`src/common/pmf_pkg.sv`:
```
// shared constants for the management-port slave framing block
package pmf_pkg;
	// ==========================================================
	// link framing
	localparam int PMF_ADDR_W = 7; // slave address width
	localparam int PMF_CMD_W = 8; // command code width
	localparam int PMF_MAX_RD = 4; // longest read in bytes
	localparam int PMF_MAX_WR = 6; // data bytes after command (48 bits)
	localparam logic [6:0] PMF_DEF_ADDR = 7'h2A; // arbitrary default address
	localparam logic PMF_DIR_READ = 1'b1; // direction bit for read
	localparam logic PMF_ACK = 1'b0; // acknowledge level
	// ==========================================================
	// command codes and data formats
	localparam logic [7:0] PMF_CMD_OUT_FMT = 8'h20; // output format byte
	localparam logic [2:0] PMF_MODE_LINEAR = 3'h0; // upper mode bits
	localparam logic [4:0] PMF_EXP_UNSIGNED = 5'h12; // -14
	localparam logic [4:0] PMF_EXP_SIGNED = 5'h11; // -15
	localparam int PMF_L11_EXP_LSB = 11; // exponent starts at bit 11
	localparam int PMF_L11_MAN_W = 11; // mantissa width
	typedef enum logic [2:0] {
		PMF_IDLE, PMF_ADDR, PMF_ADDR_ACK, PMF_WBYTE, PMF_WACK, PMF_RBYTE,
		PMF_RACK
	} pmf_state_t;
endpackage

```
`src/verilog/pmf_slave.sv`:
```
// management-port slave framing: start, address, command, data, stop
//
// How it works
// - start or repeated start opens a transfer
// - direction one reads, zero writes
// - slave acks address, command, write bytes low
// - one to four read bytes, up to six write bytes per command
// - unsigned voltage mantissa scaled by two^-14
// - signed voltage mantissa scaled by two^-15
// - format byte: mode 000, exponent -14/-15
// - temperature linear, voltage mantissa formats
// - temperature: exponent 15:11, mantissa 10:0
// - longest read 32 bits, sent bytewise
// - read: repeated start, low byte first
// - zero-byte write: command alone is action
`timescale 1ns/1ns
module pmf_slave
	import pmf_pkg::*;
#(
	parameter logic [6:0] SLAVE_ADDR = PMF_DEF_ADDR, // arbitrary value
	parameter bit SIGNED_FMT = 1'b0 // voltage format selection
) (
	input wire logic clk_sys,
	input wire logic rstn,
	input wire logic scl_in, // serial clock, sampled synchronously
	input wire logic sda_in, // serial data in
	output logic sda_out, // always low when driving
	output logic sda_oe, // high while pulling data low
	output logic [7:0] cmd_code, // last command received
	output logic cmd_strobe, // pulse: command byte (or bare command)
	output logic [7:0] wr_data, // write data byte
	output logic wr_strobe, // pulse per accepted write byte
	output logic [1:0] wr_index, // byte index of wr_data modulo four (0 = low)
	output logic rd_req, // pulse: read started for cmd_code
	input wire logic [31:0] rd_word, // read data, low byte sent first
	input wire logic [2:0] rd_len, // bytes the command returns (1..4)
	output logic busy // transfer open
);
	// ==========================================================
	// state
	typedef struct packed {
		pmf_state_t st;
		logic scl_p; // previous scl
		logic sda_p; // previous sda
		logic [7:0] sh; // shift register
		logic [3:0] bits; // bit counter
		logic rd; // current direction
		logic first; // next write byte is command
		logic [2:0] cnt; // data byte count
		logic [7:0] cmd;
		logic cmd_stb;
		logic [7:0] wd;
		logic wstb;
		logic [1:0] widx;
		logic rreq;
		logic oe;
		logic busy;
	} pmf_reg_t;
	pmf_reg_t q, d;
	logic scl_rise, scl_fall, start_c, stop_c;
	logic [7:0] rd_first, rd_next; // byte to send first / next

	// output format byte content: mode zero, then the exponent,
	// -15 for the signed format, -14 for the unsigned
	function automatic logic [7:0] fmt_byte(input bit sgn);
		fmt_byte = {PMF_MODE_LINEAR, sgn ? PMF_EXP_SIGNED : PMF_EXP_UNSIGNED};
	endfunction

	// byte of the read word: low byte first
	function automatic logic [7:0] rd_byte(input logic [2:0] i,
		input logic [31:0] w, input logic [7:0] c);
		if (c == PMF_CMD_OUT_FMT)
			rd_byte = fmt_byte(SIGNED_FMT);
		else
			// linear words go out unchanged
			rd_byte = w[{i[1:0], 3'b000} +: 8];
	endfunction

	// ==========================================================
	// next state
	always_comb begin
		d = q;
		d.scl_p = scl_in;
		d.sda_p = sda_in;
		d.cmd_stb = 1'b0;
		d.wstb = 1'b0;
		d.rreq = 1'b0;
		scl_rise = scl_in & ~q.scl_p;
		scl_fall = ~scl_in & q.scl_p;
		start_c = scl_in & q.scl_p & q.sda_p & ~sda_in;
		stop_c = scl_in & q.scl_p & ~q.sda_p & sda_in;
		// read bytes held apart: a function result cannot be bit-selected
		rd_first = rd_byte(3'd0, rd_word, q.cmd);
		rd_next = rd_byte(q.cnt, rd_word, q.cmd);
		if (start_c) begin
			// repeated start keeps the command
			d.st = PMF_ADDR;
			d.bits = '0;
			d.oe = 1'b0;
			d.busy = 1'b1;
		end else if (stop_c) begin
			// bare command write acts at stop
			if (q.st != PMF_IDLE && !q.rd && !q.first && q.cnt == '0)
				d.cmd_stb = 1'b1;
			d.st = PMF_IDLE;
			d.oe = 1'b0;
			d.busy = 1'b0;
		end else begin
			unique case (q.st)
			PMF_IDLE: begin
				d.oe = 1'b0;
			end
			PMF_ADDR, PMF_WBYTE: begin
				// shift on rising edge
				if (scl_rise) begin
					d.sh = {q.sh[6:0], sda_in};
					d.bits = q.bits + 4'd1;
				end
				if (scl_fall && q.bits == 4'd8) begin
					d.bits = '0;
					if (q.st == PMF_ADDR) begin
						if (q.sh[7:1] == SLAVE_ADDR) begin
							d.rd = (q.sh[0] == PMF_DIR_READ);
							d.first = (q.sh[0] != PMF_DIR_READ);
							d.cnt = '0;
							d.oe = 1'b1;
							d.st = PMF_ADDR_ACK;
						end else begin
							d.st = PMF_IDLE; // not ours
						end
					end else if (q.first) begin
						d.cmd = q.sh;
						d.first = 1'b0;
						d.oe = 1'b1;
						d.st = PMF_WACK;
					end else if (q.cnt < 3'(PMF_MAX_WR)) begin
						// 48-bit write cap
						d.wd = q.sh;
						d.wstb = 1'b1;
						d.widx = q.cnt[1:0];
						d.cnt = q.cnt + 3'd1;
						d.oe = 1'b1;
						d.st = PMF_WACK;
					end else begin
						d.st = PMF_WACK; // overlong: nack
					end
				end
			end
			PMF_ADDR_ACK: begin
				// release after ack clock, or drive first read bit
				if (scl_fall) begin
					if (q.rd) begin
						d.rreq = 1'b1;
						d.sh = rd_first;
						d.oe = ~rd_first[7];
						d.bits = 4'd1;
						d.cnt = 3'd1;
						d.st = PMF_RBYTE;
					end else begin
						d.oe = 1'b0;
						d.st = PMF_WBYTE;
					end
				end
			end
			PMF_WACK: begin
				if (scl_fall) begin
					if (q.oe && q.cnt == '0)
						d.cmd_stb = 1'b0;
					d.oe = 1'b0;
					d.st = PMF_WBYTE;
				end
			end
			PMF_RBYTE: begin
				// shift out msb first on falling edges
				if (scl_fall) begin
					if (q.bits == 4'd8) begin
						d.oe = 1'b0;
						d.st = PMF_RACK;
					end else begin
						d.oe = ~q.sh[6];
						d.sh = {q.sh[6:0], 1'b0};
						d.bits = q.bits + 4'd1;
					end
				end
			end
			PMF_RACK: begin
				// host ack continues, nack releases
				if (scl_rise && sda_in != PMF_ACK)
					d.st = PMF_IDLE;
				else if (scl_fall) begin
					if (q.cnt < rd_len && q.cnt < 3'(PMF_MAX_RD)) begin
						d.sh = rd_next;
						d.oe = ~rd_next[7];
						d.bits = 4'd1;
						d.cnt = q.cnt + 3'd1;
						d.st = PMF_RBYTE;
					end else begin
						d.st = PMF_IDLE; // nothing left: release
					end
				end
			end
			endcase
		end
		// command known once acked
		if (q.st == PMF_WBYTE && d.st == PMF_WACK && q.first)
			d.cmd_stb = 1'b1;
	end

	// ==========================================================
	// registers
	always_ff @(posedge clk_sys) begin
		if (!rstn) begin
			q <= '0;
			q.scl_p <= 1'b1;
			q.sda_p <= 1'b1;
			q.st <= PMF_IDLE;
		end else begin
			q <= d;
		end
	end

	assign sda_out = 1'b0;
	assign sda_oe = q.oe;
	assign cmd_code = q.cmd;
	assign cmd_strobe = q.cmd_stb;
	assign wr_data = q.wd;
	assign wr_strobe = q.wstb;
	assign wr_index = q.widx;
	assign rd_req = q.rreq;
	assign busy = q.busy;
endmodule

```
`config.mk`:
```
export PLATFORM = sky130hd
export DESIGN_NAME = pmf_slave
export DESIGN_NICKNAME = d
export VERILOG_FILES = /design/src/common/pmf_pkg.sv /design/src/verilog/pmf_slave.sv
export SDC_FILE = /design/constraint.sdc
export NUM_CORES = 1
export LEC_CHECK = 0
export BUFFER_PORTS_ARGS = -buffer_cell sky130_fd_sc_hd__buf_4
export CORE_MARGIN = 3
export CORE_UTILIZATION = 59
export DETAILED_ROUTE_END_ITERATION = 6
export PLACE_DENSITY = 0.85
export SETUP_SLACK_MARGIN = 0.5
export SYNTH_ARGS = -nofsm -noshare
export SYNTH_HDL_FRONTEND = slang
export SYNTH_SLANG_ARGS = --single-unit
export TNS_END_PERCENT = 5
```
`constraint.sdc`:
```
create_clock -name clk_sys -period 3.15 [get_ports clk_sys]
set_input_delay 0.945 -clock clk_sys [delete_from_list [all_inputs] [get_ports clk_sys]]
set_output_delay 0.945 -clock clk_sys [all_outputs]
set_load 0.02 [all_outputs]
```
=== After elaboration in Yosys (flattened, before gate mapping) ===
Index checks and enable logic that the tools add are counted.

* Register bits after elaboration: 45
* Input port bits: 39
* Output and inout bits: 24
* Word-level logic and storage cells: 176

* Add/sub/neg operators: 2
* Magnitude comparators: 3
* Equality and inequality tests: 27
* Shifts and indexed selects: 1
* Mux-type cells: 74
* Bitwise logic cells: 24
* Reductions and logical operators: 29

{| class="wikitable"
|+ Operator list
! operator !! number
|-
| 2-to-1 mux 12 bit || 11
|-
| 2-to-1 mux 3 bit || 19
|-
| 2-to-1 mux 11 bit || 5
|-
| one-hot mux 12 bit (4 select lines) || 1
|-
| 2-to-1 mux 8 bit || 4
|-
| indexed part select 32 x 6 -> 8 bit || 1
|-
| 2-to-1 mux 5 bit || 6
|-
| 2-to-1 mux 1 bit || 20
|-
| != test 2 bit, second input constant || 9
|-
| 2-to-1 mux 17 bit || 1
|-
| NOT 1 bit || 17
|-
| one-hot mux 3 bit (5 select lines) || 1
|-
| 2-to-1 mux 13 bit || 1
|-
| == test 3 bit, second input constant || 4
|-
| AND reduction 12 bit || 1
|-
| AND reduction 6 bit || 2
|-
| AND reduction 11 bit || 1
|-
| != test 5 bit, second input constant || 2
|-
| AND reduction 10 bit || 1
|-
| != test 3 bit, second input constant || 3
|-
| one-hot mux 3 bit (3 select lines) || 1
|-
| AND reduction 9 bit || 1
|-
| == test 8 x 6 -> 1 bit, second input constant || 1
|-
| logical AND 1 bit || 8
|-
| other kinds (25) || 39
|}

=== Logic depth before layout (Yosys ltp) ===
Gate-level depths: netlist of the first run.

* Depth after elaboration: 12
* Gate-level depth with buffers: 9
* Gate-level depth less buffers: 7

=== Least setup slack after synthesis of the first run ===
OpenSTA, ideal clock, no wires.

* Kind: input to register
* Start point: input port rd_len[2]
* End point: register q[25] (netlist name)
* Library setup time: 87 ps
* Arrival time: 2,347 ps
* Setup slack: 716 ps
* Stages on the path: 7
* Path through: inv_1 > ha_1 > a211oi_1 > o21a_1 > o221ai_1 > or2_1 > o31ai_1

* Word-level cells in the longest chain between the ends: 4

{| class="wikitable"
|+ RTL lines
! element !! line !! RTL
|-
| from (decl) || pmf_slave.sv:36 || <nowiki>input wire logic [2:0] rd_len,</nowiki>
|-
| < comparator 3 bit || pmf_slave.sv:191 || <nowiki>if (q.cnt < rd_len && q.cnt < 3'(PMF_MAX_RD)) begin</nowiki>
|-
| logical AND 1 bit || pmf_slave.sv:191 ||
|-
| != test 2 bit (no line) || -- ||
|-
| AND reduction 12 bit (no line) || -- ||
|-
| to (decl) || pmf_slave.sv:59 || <nowiki>pmf_reg_t q, d;</nowiki>
|}

Every way passes these cells.
A chain may end at the register's enable or synchronous reset.

=== Worst setup path after layout of the first run ===
* Start point: input port rd_len[2]
* End point: register q[39] (netlist name)

* Word-level cells in the longest chain between the ends: 4

{| class="wikitable"
|+ RTL lines
! element !! line
|-
| < comparator 3 bit || pmf_slave.sv:191
|-
| logical AND 1 bit || pmf_slave.sv:191
|-
| != test 2 bit (no line) || --
|-
| AND reduction 11 bit (no line) || --
|}

Every way passes these cells.

==> results of run 1 <==
==> where the power goes <==
group | switching [W] | total [W] | internal (W)
clock | 0.000206 | 0.000363 | 0.000156
combinational | 0.000108 | 0.000204 | 0.0000961
sequential | 0.0000288 | 0.000613 | 0.000584
==> registers in the layout (all words and copies together), names as in the netlist <==
name,cells
busy,1
cmd_code,8
cmd_strobe,1
q,22
rd_req,1
sda_oe,1
wr_data,8
wr_index,2
wr_strobe,1
==> worst paths after layout <==
check / to / cells past startpoint / slack, ps
min reg2reg: busy$_SDFFE_PN0N_ / 2 / 470
max: q[39]$_SDFFE_PN0P_ / 8 / 640
max reg2reg: q[35]$_SDFFE_PN0P_ / 5 / 710
min: busy$_SDFFE_PN0N_ / 2 / 470
==> cells by family (layout without fill, tap and decap cells) <==
family / count (synthesis) / count (layout) / synth area share
compound gates: 96 / 96 / 0.229
xor+xnor: 1 / 1 / 0.00291
fa+ha+maj: 6 / 6 / 0.0249
buf+inv: 57 / 88 / 0.109
flops: 45 / 45 / 0.299
mux: 30 / 30 / 0.114
other cells: 1 / 1 / 0.00124
simple gates: 118 / 118 / 0.220
==> worst max-delay path, delay by kind of cell <==
family                     cells  cell delay (ps)
AOI/OAI and AO/OA              4              980
buffers and inverters          2              110
adders and majority gates      1              290
and+or+nand+nor                1              360
==> layout by cell type, fill, tap and decap left out, types with 3 or more instances in the layout <==
master and instances:
a211oi_1 9, a21oi_1 16, a221oi_1 5, a22oi_1 4, a31oi_1 14, and3b_1 3
and4_1 3, buf_4 67, clkbuf_8 5, dfxtp_1 45, ha_1 6, inv_1 13
mux2_2 5, mux2i_1 22, mux4_2 3, nand2_1 13, nand2b_1 10, nand3_1 13
nand3b_1 3, nand4_1 3, nor2_1 38, nor2b_1 5, nor3_1 5, o21a_1 8
o21ai_0 8, o311ai_1 3, o31ai_1 5
==> per-layer routing <==
metal | global-route usage | vias to the layer above | wire length (um)
li1 | - | 1347 | -
met1 | 0.355 | 1296 | 3450
met2 | 0.408 | 139 | 3550
met3 | 0.0592 | 13 | 608
met4 | 0.109 | 0 | 171
met5 | 0 | - | 0
==> per-stage QoR <==
step | hold WS [ps] | worst slack [ps] | power, W | util
2_1_floorplan | 456 | 716 | 0.000751 | -
3_3_place_gp | 459 | 437 | 0.000817 | 0.689
3_5_place_dp | 459 | 366 | 0.000823 | 0.689
4_1_cts | 473 | 707 | 0.00118 | 0.708
5_1_grt | 499 | 558 | 0.00123 | 0.708
6_report | 467 | 637 | 0.00118 | 0.708
==> final cells by class <==
cell class                 instances  area share
clock buffer                       6      0.0213
clock inverter                     2     0.00441
inverter                          13      0.0143
multi-input combinational        252       0.523
sequential                        45       0.264
tap                               67      0.0246
timing repair buffer              67       0.148
==> results.md, run 1 <==
* Outcome: complete, no violations
* Max IR drop VDD at 245 uV
* Cell with the most instances after synthesis: dfxtp_1
* RSZ-0062 raised after global routing: false
* Final critical-path share of the clock period at 0.798
* List of most frequent post-synthesis cells: 45 x dfxtp_1, 38 x nor2_1, 24 x buf_4, 22 x mux2i_1, 16 x a21oi_1
* DP HPWL at 5640 um
* Origin of the critical flop-to-flop path: q[43]$_SDFF_PN0_
* WL final at 7770 um
* Die ar. at 0.00600 mm2
* Fill cells at 388
* Hold path startpoint: busy$_SDFFE_PN0N_
* TritonCTS buffer count at 5
* Vias in the first global route at 2598
* Top FF cell, synth: dfxtp_1
* Via density at 6.18
* Clock skew at 6.37 ps
* Skew-Pair Late Insertion Delay at 310 ps
* Die Ht at 77.5 um
* CP Launch Point: rd_len[2]
* Mapped Cells at 354
* Synth Register Bits at 45
* Count of pins over their slew limit at 0
* Post-Layout Cell Count at 452
* Power per cell area at 346 mW/mm2
* Post-synth ARST share at 0
* CTS tree: built
* Dpl cell area at 0.00332 mm2
* Area leader, netlist: dfxtp_1
* CP Cell Sequence: buf_4 -> inv_1 -> ha_1 -> a211oi_1 -> o21a_1 -> a21o_2 -> and3_1 -> a311oi_2
* Critical path launch point type: input pin
* Critical path required time at 3330 ps
* Die width at 77.5 um
* Slowest cell on crit path: and3_1
* Clk root buf: clkbuf_8
* Hold Path Class: reg -> reg
* Largest net degree at the start of global routing at 29
* Average wire per standard cell at 17.2 um
* First-pass GRT wire length at 12700 um
* Top cells by area, synth: dfxtp_1 30%, mux2i_1 7.3%, buf_4 6.0%, nor2_1 4.7%, a31oi_1 2.9%
* CTS Hold Bufs at 0
* Final Wtd Congestion at 0.902
* Final setup TNS at 0 ps
* Core area at 0.00482 mm2
* Crit. End Element: register
* Clk sinks at 45
* Fraction of layout cells with a size suffix above 1 at 0.255
* Register area share after synthesis at 0.299
* Netlist Area Pre-Place at 0.00301 mm2
* Fin. Hold Viols at 0
* Num rows at 25
* Clock transition at path regs at 90 ps
* Postcts setup bufs at 0
* Yosys top cell area share at 0.299
* Vias at 2795
* Syn Nets at 399
* Initial antenna violation count at 0
* Leakage at 1.37 nW
* Drt drc at 0
* Slew headroom at 0.559
* IO Port Bufs at 61
* Synth Warn # at 0
* Deepest clock path buffer count at 2
* DRT iter0 DRCs at 278
* Sequential Area at 901 um2
* Final Cell Area at 0.00341 mm2
* Max Cap Violations at 0
* Count of cell types in the netlist at 70
* # resized after CTS at 0
* Crit Path Class: in -> reg
* GR Overflow Total at 0
* # placed instances at 444
* Max frequency at 0.398 GHz
* Multi-input gate area at 0.00178 mm2
* Antenna diodes at 0
* Area Overhead vs Synth at 13.1%
* Min cycle time layout at 2510 ps
* H-tree levels at 2
* Synthesized area per cell at 8.51 um2
* Worst-margin pin slew at 661 ps
* Final nets at 429
* GRT Total Usage at 0.264
* DRT antenna net count at 0
* DRT Pass-1 Iters at 5
* Initial Util at 0.626
* Final setup vio count at 0
* Io pins at 63
* Critical Path AT at 2700 ps
* Largest stage delay on the critical path at 360 ps
* Critical-path maximum fanout at 16
* EDFF count, synth at 0
No activity file was read; power rests on OpenSTA's default activity.
==> run 2: changes to the inputs <==
Settings changed: CORE_UTILIZATION 59 to 50, PLACE_DENSITY 0.85 to 0.77.
Clock period 3.15 ns to 2.2 ns, I/O delays scaled along.
==> run 2 against run 1 <==
Clock skew increased by 1.3 ps. Via count increased by 6.0%. Sequential power increased by 42%. Wire length increased by 12%. First-iteration DRC count decreased by 4.7%. Register-to-register slack got worse by 390 ps. Setup slack got worse by 340 ps. Critical path depth increased by 1. Die area increased by 17%. Global-route usage decreased by 1.2 points. Worst hold slack improved by 9.1 ps. Flip-flop and latch count unchanged. Critical path type unchanged. Critical endpoint is now q[25]$_SDFFE_PN0P_. Largest cell class unchanged. Largest power group unchanged.
==> results.md, run 2 (same netlist as run 1, synthesis figures left out) <==
* Outcome: complete, no violations
* NetSw at 0.000536 W (+56%)
* Clk sinks at 45 (unchanged)
* Clock transition at path regs at 90 ps (about the same)
* Sequential Power Share at 0.491 (-0.029)
* Max reg flops at 22 (unchanged)
* CTS Hold Bufs at 0 (unchanged)
* Critical path launch point type: input pin
* Largest register by flop count: q
* Vias in the first global route at 2825 (+8.7%)
* Initial Util at 0.531 (-0.0946)
* Power per cell area at 471 mW/mm2 (+36%)
* RSZ-0062 raised after global routing: true
* TritonCTS buffer count at 5 (unchanged)
* First-pass GRT wire length at 14400 um (+13%)
* Die Ht at 83.6 um (+8.0%)
* Antenna diodes at 0 (unchanged)
* Fraction of layout cells with a size suffix above 1 at 0.345 (+0.0903)
* DRT antenna net count at 0 (unchanged)
* Critical-path maximum fanout at 5 (-11)
* Vias at 2963 (+6.0%)
* Max frequency at 0.527 GHz
* Io pins at 63 (unchanged)
* GR Overflow Total at 0 (unchanged)
* Drt drc at 0 (unchanged)
* DP HPWL at 6240 um (+11%)
* Worst r2r path cells at 5 (unchanged)
* Sw Share at 0.302 (+0.0111)
* Commonest cells after routing, fill and taps aside: 81 x buf_4, 39 x dfxtp_1, 38 x nor2_1
* Crit. End Element: register
* Skew-Pair Late Insertion Delay at 310 ps (about the same)
* Min cycle time layout at 1900 ps
* Final Wtd Congestion at 0.956 (+6.0%)
* Max Cap Violations at 0 (unchanged)
* Clk root buf: clkbuf_8
* Setup ws final at 302 ps (-335 ps)
* Worst-margin pin slew at 574 ps (-87.3 ps)
* H-tree levels at 2 (unchanged)
* Final setup TNS at 0 ps (unchanged)
* Crit Path Class: in -> reg
* Final nets at 450 (+4.9%)
* Count of pins over their slew limit at 0 (unchanged)
* Hold Path Class: reg -> reg
* Largest net degree at the start of global routing at 32 (+10%)
* Area Overhead vs Synth at 25.2%
* Critical Path AT at 2090 ps (-610 ps)
* Total power at 0.00178 W (+51%)
* CP Cell Sequence: buf_6 -> inv_4 -> ha_4 -> a211oi_2 -> o21a_1 -> buf_4 -> o221ai_2 -> o311ai_1 -> o31ai_1
* Max IR drop VDD at 276 uV (+13%)
* Leakage at 1.50 nW (+9.8%)
* GRT Total Usage at 0.252 (-0.0117)
* CTS tree: built
* Internal power at 0.00124 W (+48%)
* Slowest cell on crit path: o311ai_1
* IO Port Bufs at 61 (unchanged)
* Final critical-path share of the clock period at 0.863
* DRT Pass-1 Iters at 5 (unchanged)
* Via density at 6.20 (+0.24%)
* Die ar. at 0.00700 mm2 (+17%)
* Final setup vio count at 0 (unchanged)
* Slew headroom at 0.614 (+0.0549)
* Commonest non-fill, non-tap cell in the layout: buf_4
* Logic pwr share at 0.204 (+0.031)
* Average wire per standard cell at 18.3 um (+6.1%)
* Worst Hold Depth at 2 (unchanged)
* Fin. Hold Viols at 0 (unchanged)
* WL final at 8720 um (+12%)
* Initial antenna violation count at 0 (unchanged)
* # placed instances at 465 (+4.7%)
* Core area at 0.00568 mm2 (+18%)
* Core Util, Final at 0.665 (-0.0428)
* Post-Place Setup Slack at -99.4 ps (-465 ps)
* Num rows at 27 (+8.0%)
* Clock power share at 0.305 (-0.003)
* DRT iter0 DRCs at 265 (-4.7%)
* Critical path required time at 2390 ps (-940 ps)
* Clock skew at 7.70 ps (+1.32 ps)
* Post-Layout Cell Count at 478 (+5.8%)
* Die width at 83.6 um (+8.0%)
* Largest stage delay on the critical path at 290 ps (-70 ps)
* Deepest clock path buffer count at 2 (unchanged)
run 2: cell count changes in the layout (fill, tap and decap cells not counted), moves of 4 or more:
cell | previous run | this run
dfxtp_1 | 45 | 39
buf_4 | 67 | 81
dfxtp_2 | 0 | 6
buf_12 | 0 | 4
run 2: worst max-delay path: cells and delay by family:
kind                       cells  cell delay [ps]
AOI/OAI and AO/OA              5              950
adders and majority gates      1              190
buffers and inverters          3              290
run 2: cell type report:
type / count / area (um2)
Multi-Input combinational cell: 253 / 1920
Fill cell: 484 / 1900
Sequential cell: 45 / 908
Timing Repair Buffer: 87 / 711
Tap cell: 72 / 90.1
Clock buffer: 5 / 68.8
Inverter: 13 / 51.3
Clock inverter: 3 / 22.5
run 2: metrics by stage:
step / instance area (um2) / hold slack (ps)
2_1_floorplan: 3060 / 456
3_3_place_gp: 3530 / 454
3_5_place_dp: 3530 / 467
4_1_cts: 3770 / 479
5_1_grt: 3770 / 523
6_report: 3770 / 476
run 2: path summary, 6_finish.rpt:
path                      start                  to  slack [ps]
max                   rd_len[2]  q[25]$_SDFFE_PN0P_         300
min           busy$_SDFFE_PN0N_   busy$_SDFFE_PN0N_         480
min reg2reg   busy$_SDFFE_PN0N_   busy$_SDFFE_PN0N_         480
max reg2reg  q[35]$_SDFFE_PN0P_  q[25]$_SDFFE_PN0P_         320
run 2: what timing repair did:
action / CTS / global route
gates resized for setup: 25 / 1
endpoints found under the setup margin: 40 / 38
buffers inserted: 4 / 0
pin swaps: 10 / 1
gates cloned: 1 / 0
run 2: power by group through the flow:
stage | sequential (W) | clock (W) | combinational (W)
after global placement | 0.000887 | 0 | 0.000321
after detailed placement | 0.000889 | 0 | 0.000327
after CTS | 0.000870 | 0.000543 | 0.000356
after global routing | 0.000876 | 0.000589 | 0.000396
after floorplan | 0.000877 | 0 | 0.000208
final | 0.000872 | 0.000541 | 0.000363
run 2: routing by layer:
metal,vias up,share of wire,global-route usage,routed length [um]
met5,-,0,0,0
met4,0,0.024,0.127,210
met3,27,0.073,0.0543,635
met2,136,0.47,0.392,4110
met1,1406,0.43,0.328,3770
li1,1394,-,-,-
==> run 3: changes to the inputs <==
Settings changed: CELL_PAD_IN_SITES_DETAIL_PLACEMENT from default to 1, CELL_PAD_IN_SITES_GLOBAL_PLACEMENT from default to 1, CORE_UTILIZATION 50 to 37.
==> run 3 against run 2 <==
Worst hold slack worse by 3.1 ps. Setup slack better by 51 ps. Cell area up 4.6%. Highest routed layer unchanged.
==> results.md, run 3 (same netlist as run 1, synthesis figures left out) <==
* Outcome: complete, no violations
* Post-Route M1 WL at 4410 um (+17%)
* Hold_ws at 473 ps (-3.15 ps)
* Fraction of layout cells with a size suffix above 1 at 0.398 (+0.0532)
* Count of pins over their slew limit at 0 (unchanged)
* Slew headroom at 0.600 (-0.0144)
* Max reg flops at 22 (unchanged)
* Critical path's top delay family: compound AO/OA/AOI/OAI gates
* Initial Util at 0.386 (-0.145)
* Final Cell Area at 0.00395 mm2 (+4.6%)
* Fin. Hold Viols at 0 (unchanged)
* Leakage at 1.56 nW (+3.9%)
* Largest stage delay on the critical path at 420 ps (+130 ps)
* Met3 wire len at 759 um (+20%)
* Die Ht at 96.3 um (+15%)
* Dpl cell area at 0.00353 mm2 (unchanged)
* Average wire per standard cell at 20.4 um (+12%)
* Initial antenna violation count at 0 (unchanged)
* Crit Path Class: reg -> reg
* WL final at 10500 um (+20%)
* Critical path required time at 2390 ps (about the same)
* Die ar. at 0.00927 mm2 (+32%)
* Top routing layer in use: met4
* CP bufs+invs at 1 (-2)
* Skew-Pair Late Insertion Delay at 320 ps (about the same)
* IO Port Bufs at 61 (unchanged)
* Commonest non-fill, non-tap cell in the layout: buf_4
* Via density at 5.97 (-3.7%)
* Largest register by flop count: q
* Deepest clock path buffer count at 2 (unchanged)
* Vias in the first global route at 3085 (+9.2%)
* Final Wtd Congestion at 0.888 (-7.1%)
* Antenna diodes at 0 (unchanged)
* Crit. End Element: register
* Final critical-path share of the clock period at 0.840 (-0.0232)
* Met2 WL at 5190 um (+26%)
* Largest net degree at the start of global routing at 30 (-6.3%)
* Core Util, Final at 0.506 (-0.159)
* Commonest cells after routing, fill and taps aside: 88 x buf_4, 38 x nor2_1, 36 x dfxtp_1
* Clock skew at 7.99 ps (+0.286 ps)
* Critical Path AT at 2040 ps (-50 ps)
* Clk root buf: clkbuf_8
* CTS Hold Bufs at 0 (unchanged)
* Worst-margin pin slew at 592 ps (+18.2 ps)
* Area Overhead vs Synth at 31.0%
* Hold Path Class: reg -> reg
* Max Cap Violations at 0 (unchanged)
* Final setup vio count at 0 (unchanged)
* RSZ-0062 raised after global routing: true
* Max frequency at 0.541 GHz (+2.8%)
* Io pins at 63 (unchanged)
* Slowest cell on crit path: dfxtp_1
* Num rows at 32 (+19%)
* DRT antenna net count at 0 (unchanged)
* GR Overflow Total at 0 (unchanged)
* CTS tree: built
* Max IR drop VDD at 212 uV (-23%)
* Vias at 3069 (+3.6%)
* Core area at 0.00781 mm2 (+38%)
* First-pass GRT wire length at 16100 um (+12%)
* TritonCTS buffer count at 5 (unchanged)
* GRT Total Usage at 0.229 (-0.0236)
* Clk sinks at 45 (unchanged)
* DRT iter0 DRCs at 169 (-36%)
* DP HPWL at 7330 um (+17%)
* Final nets at 456 (+1.3%)
* Critical path launch point type: register
* Clock transition at path regs at 100 ps (about the same)
* Final setup TNS at 0 ps (unchanged)
* Power per cell area at 464 mW/mm2 (-1.5%)
* DRT Pass-1 Iters at 5 (unchanged)
* Min cycle time layout at 1850 ps (-51.1 ps)
* Critical-path maximum fanout at 9 (+4)
* Drt drc at 0 (unchanged)
* CP Cell Sequence: buf_4 -> mux2_2 -> a22oi_1 -> nor2_1 -> a221oi_1 -> a211oi_1
* Die width at 96.3 um (+15%)
* H-tree levels at 2 (unchanged)
## run 3: changes by cell type in the layout (fill, tap and decap cells not counted), sizes merged
cell	delta
inv	+1
a21o	+1
clkinv	-2
o21a	-1
clkinvlp	+1
buf	+6
## run 3: layout make-up
| type | instances | area (um2) |
|---|---|---|
| multi-input cells | 253 | 2010 |
| flip-flops and latches | 45 | 917 |
| clock inverters | 3 | 25.0 |
| inverters | 13 | 51.3 |
| repair buffers | 93 | 751 |
| clock buffers | 5 | 68.8 |
| well taps | 102 | 128 |
| fillers | 933 | 3860 |
## run 3: final timing paths
path                 startpoint                 end  slack (ps)  depth (start not counted)
min reg2reg   busy$_SDFFE_PN0N_   busy$_SDFFE_PN0N_         470                          2
max          q[24]$_SDFFE_PN0P_  q[37]$_SDFFE_PN0P_         350                          6
max reg2reg  q[24]$_SDFFE_PN0P_  q[37]$_SDFFE_PN0P_         350                          6
min           busy$_SDFFE_PN0N_   busy$_SDFFE_PN0N_         470                          2
## run 3: power breakdown
part	internal [W]	switching, W	total [W]
clock	0.000230	0.000338	0.000568
combinational	0.000183	0.000200	0.000384
sequential	0.000837	0.0000422	0.000879
## run 3: worst reg2reg max path: stages (launching register included)
cell and delay (ps):
dfxtp_1 420, buf_4 210, mux2_2 350, a22oi_1 250, nor2_1 80, a221oi_1 290, a211oi_1 120
## run 3: layer usage
metal,GRT usage,vias up
met3,0.0485,18
met5,0,-
met4,0.0711,0
li1,-,1404
met1,0.286,1524
met2,0.389,123
## run 3: per-stage QoR
step	setup WS [ps]	cells	total power, W
global placement	-71.3	495	0.00120
finish	353	514	0.00183
floorplan	216	354	0.00108
detailed placement	-131	495	0.00121
global route	281	514	0.00191
CTS	331	513	0.00181
## run 3: timing repair
| item | 4_1_cts | 5_1_grt |
|---|---|---|
| setup buffers | 8 | 1 |
| gates cloned | 2 | 0 |
| endpoints found under the setup margin | 41 | 41 |
| gates resized for setup | 33 | 18 |
| pin swaps | 9 | 7 |
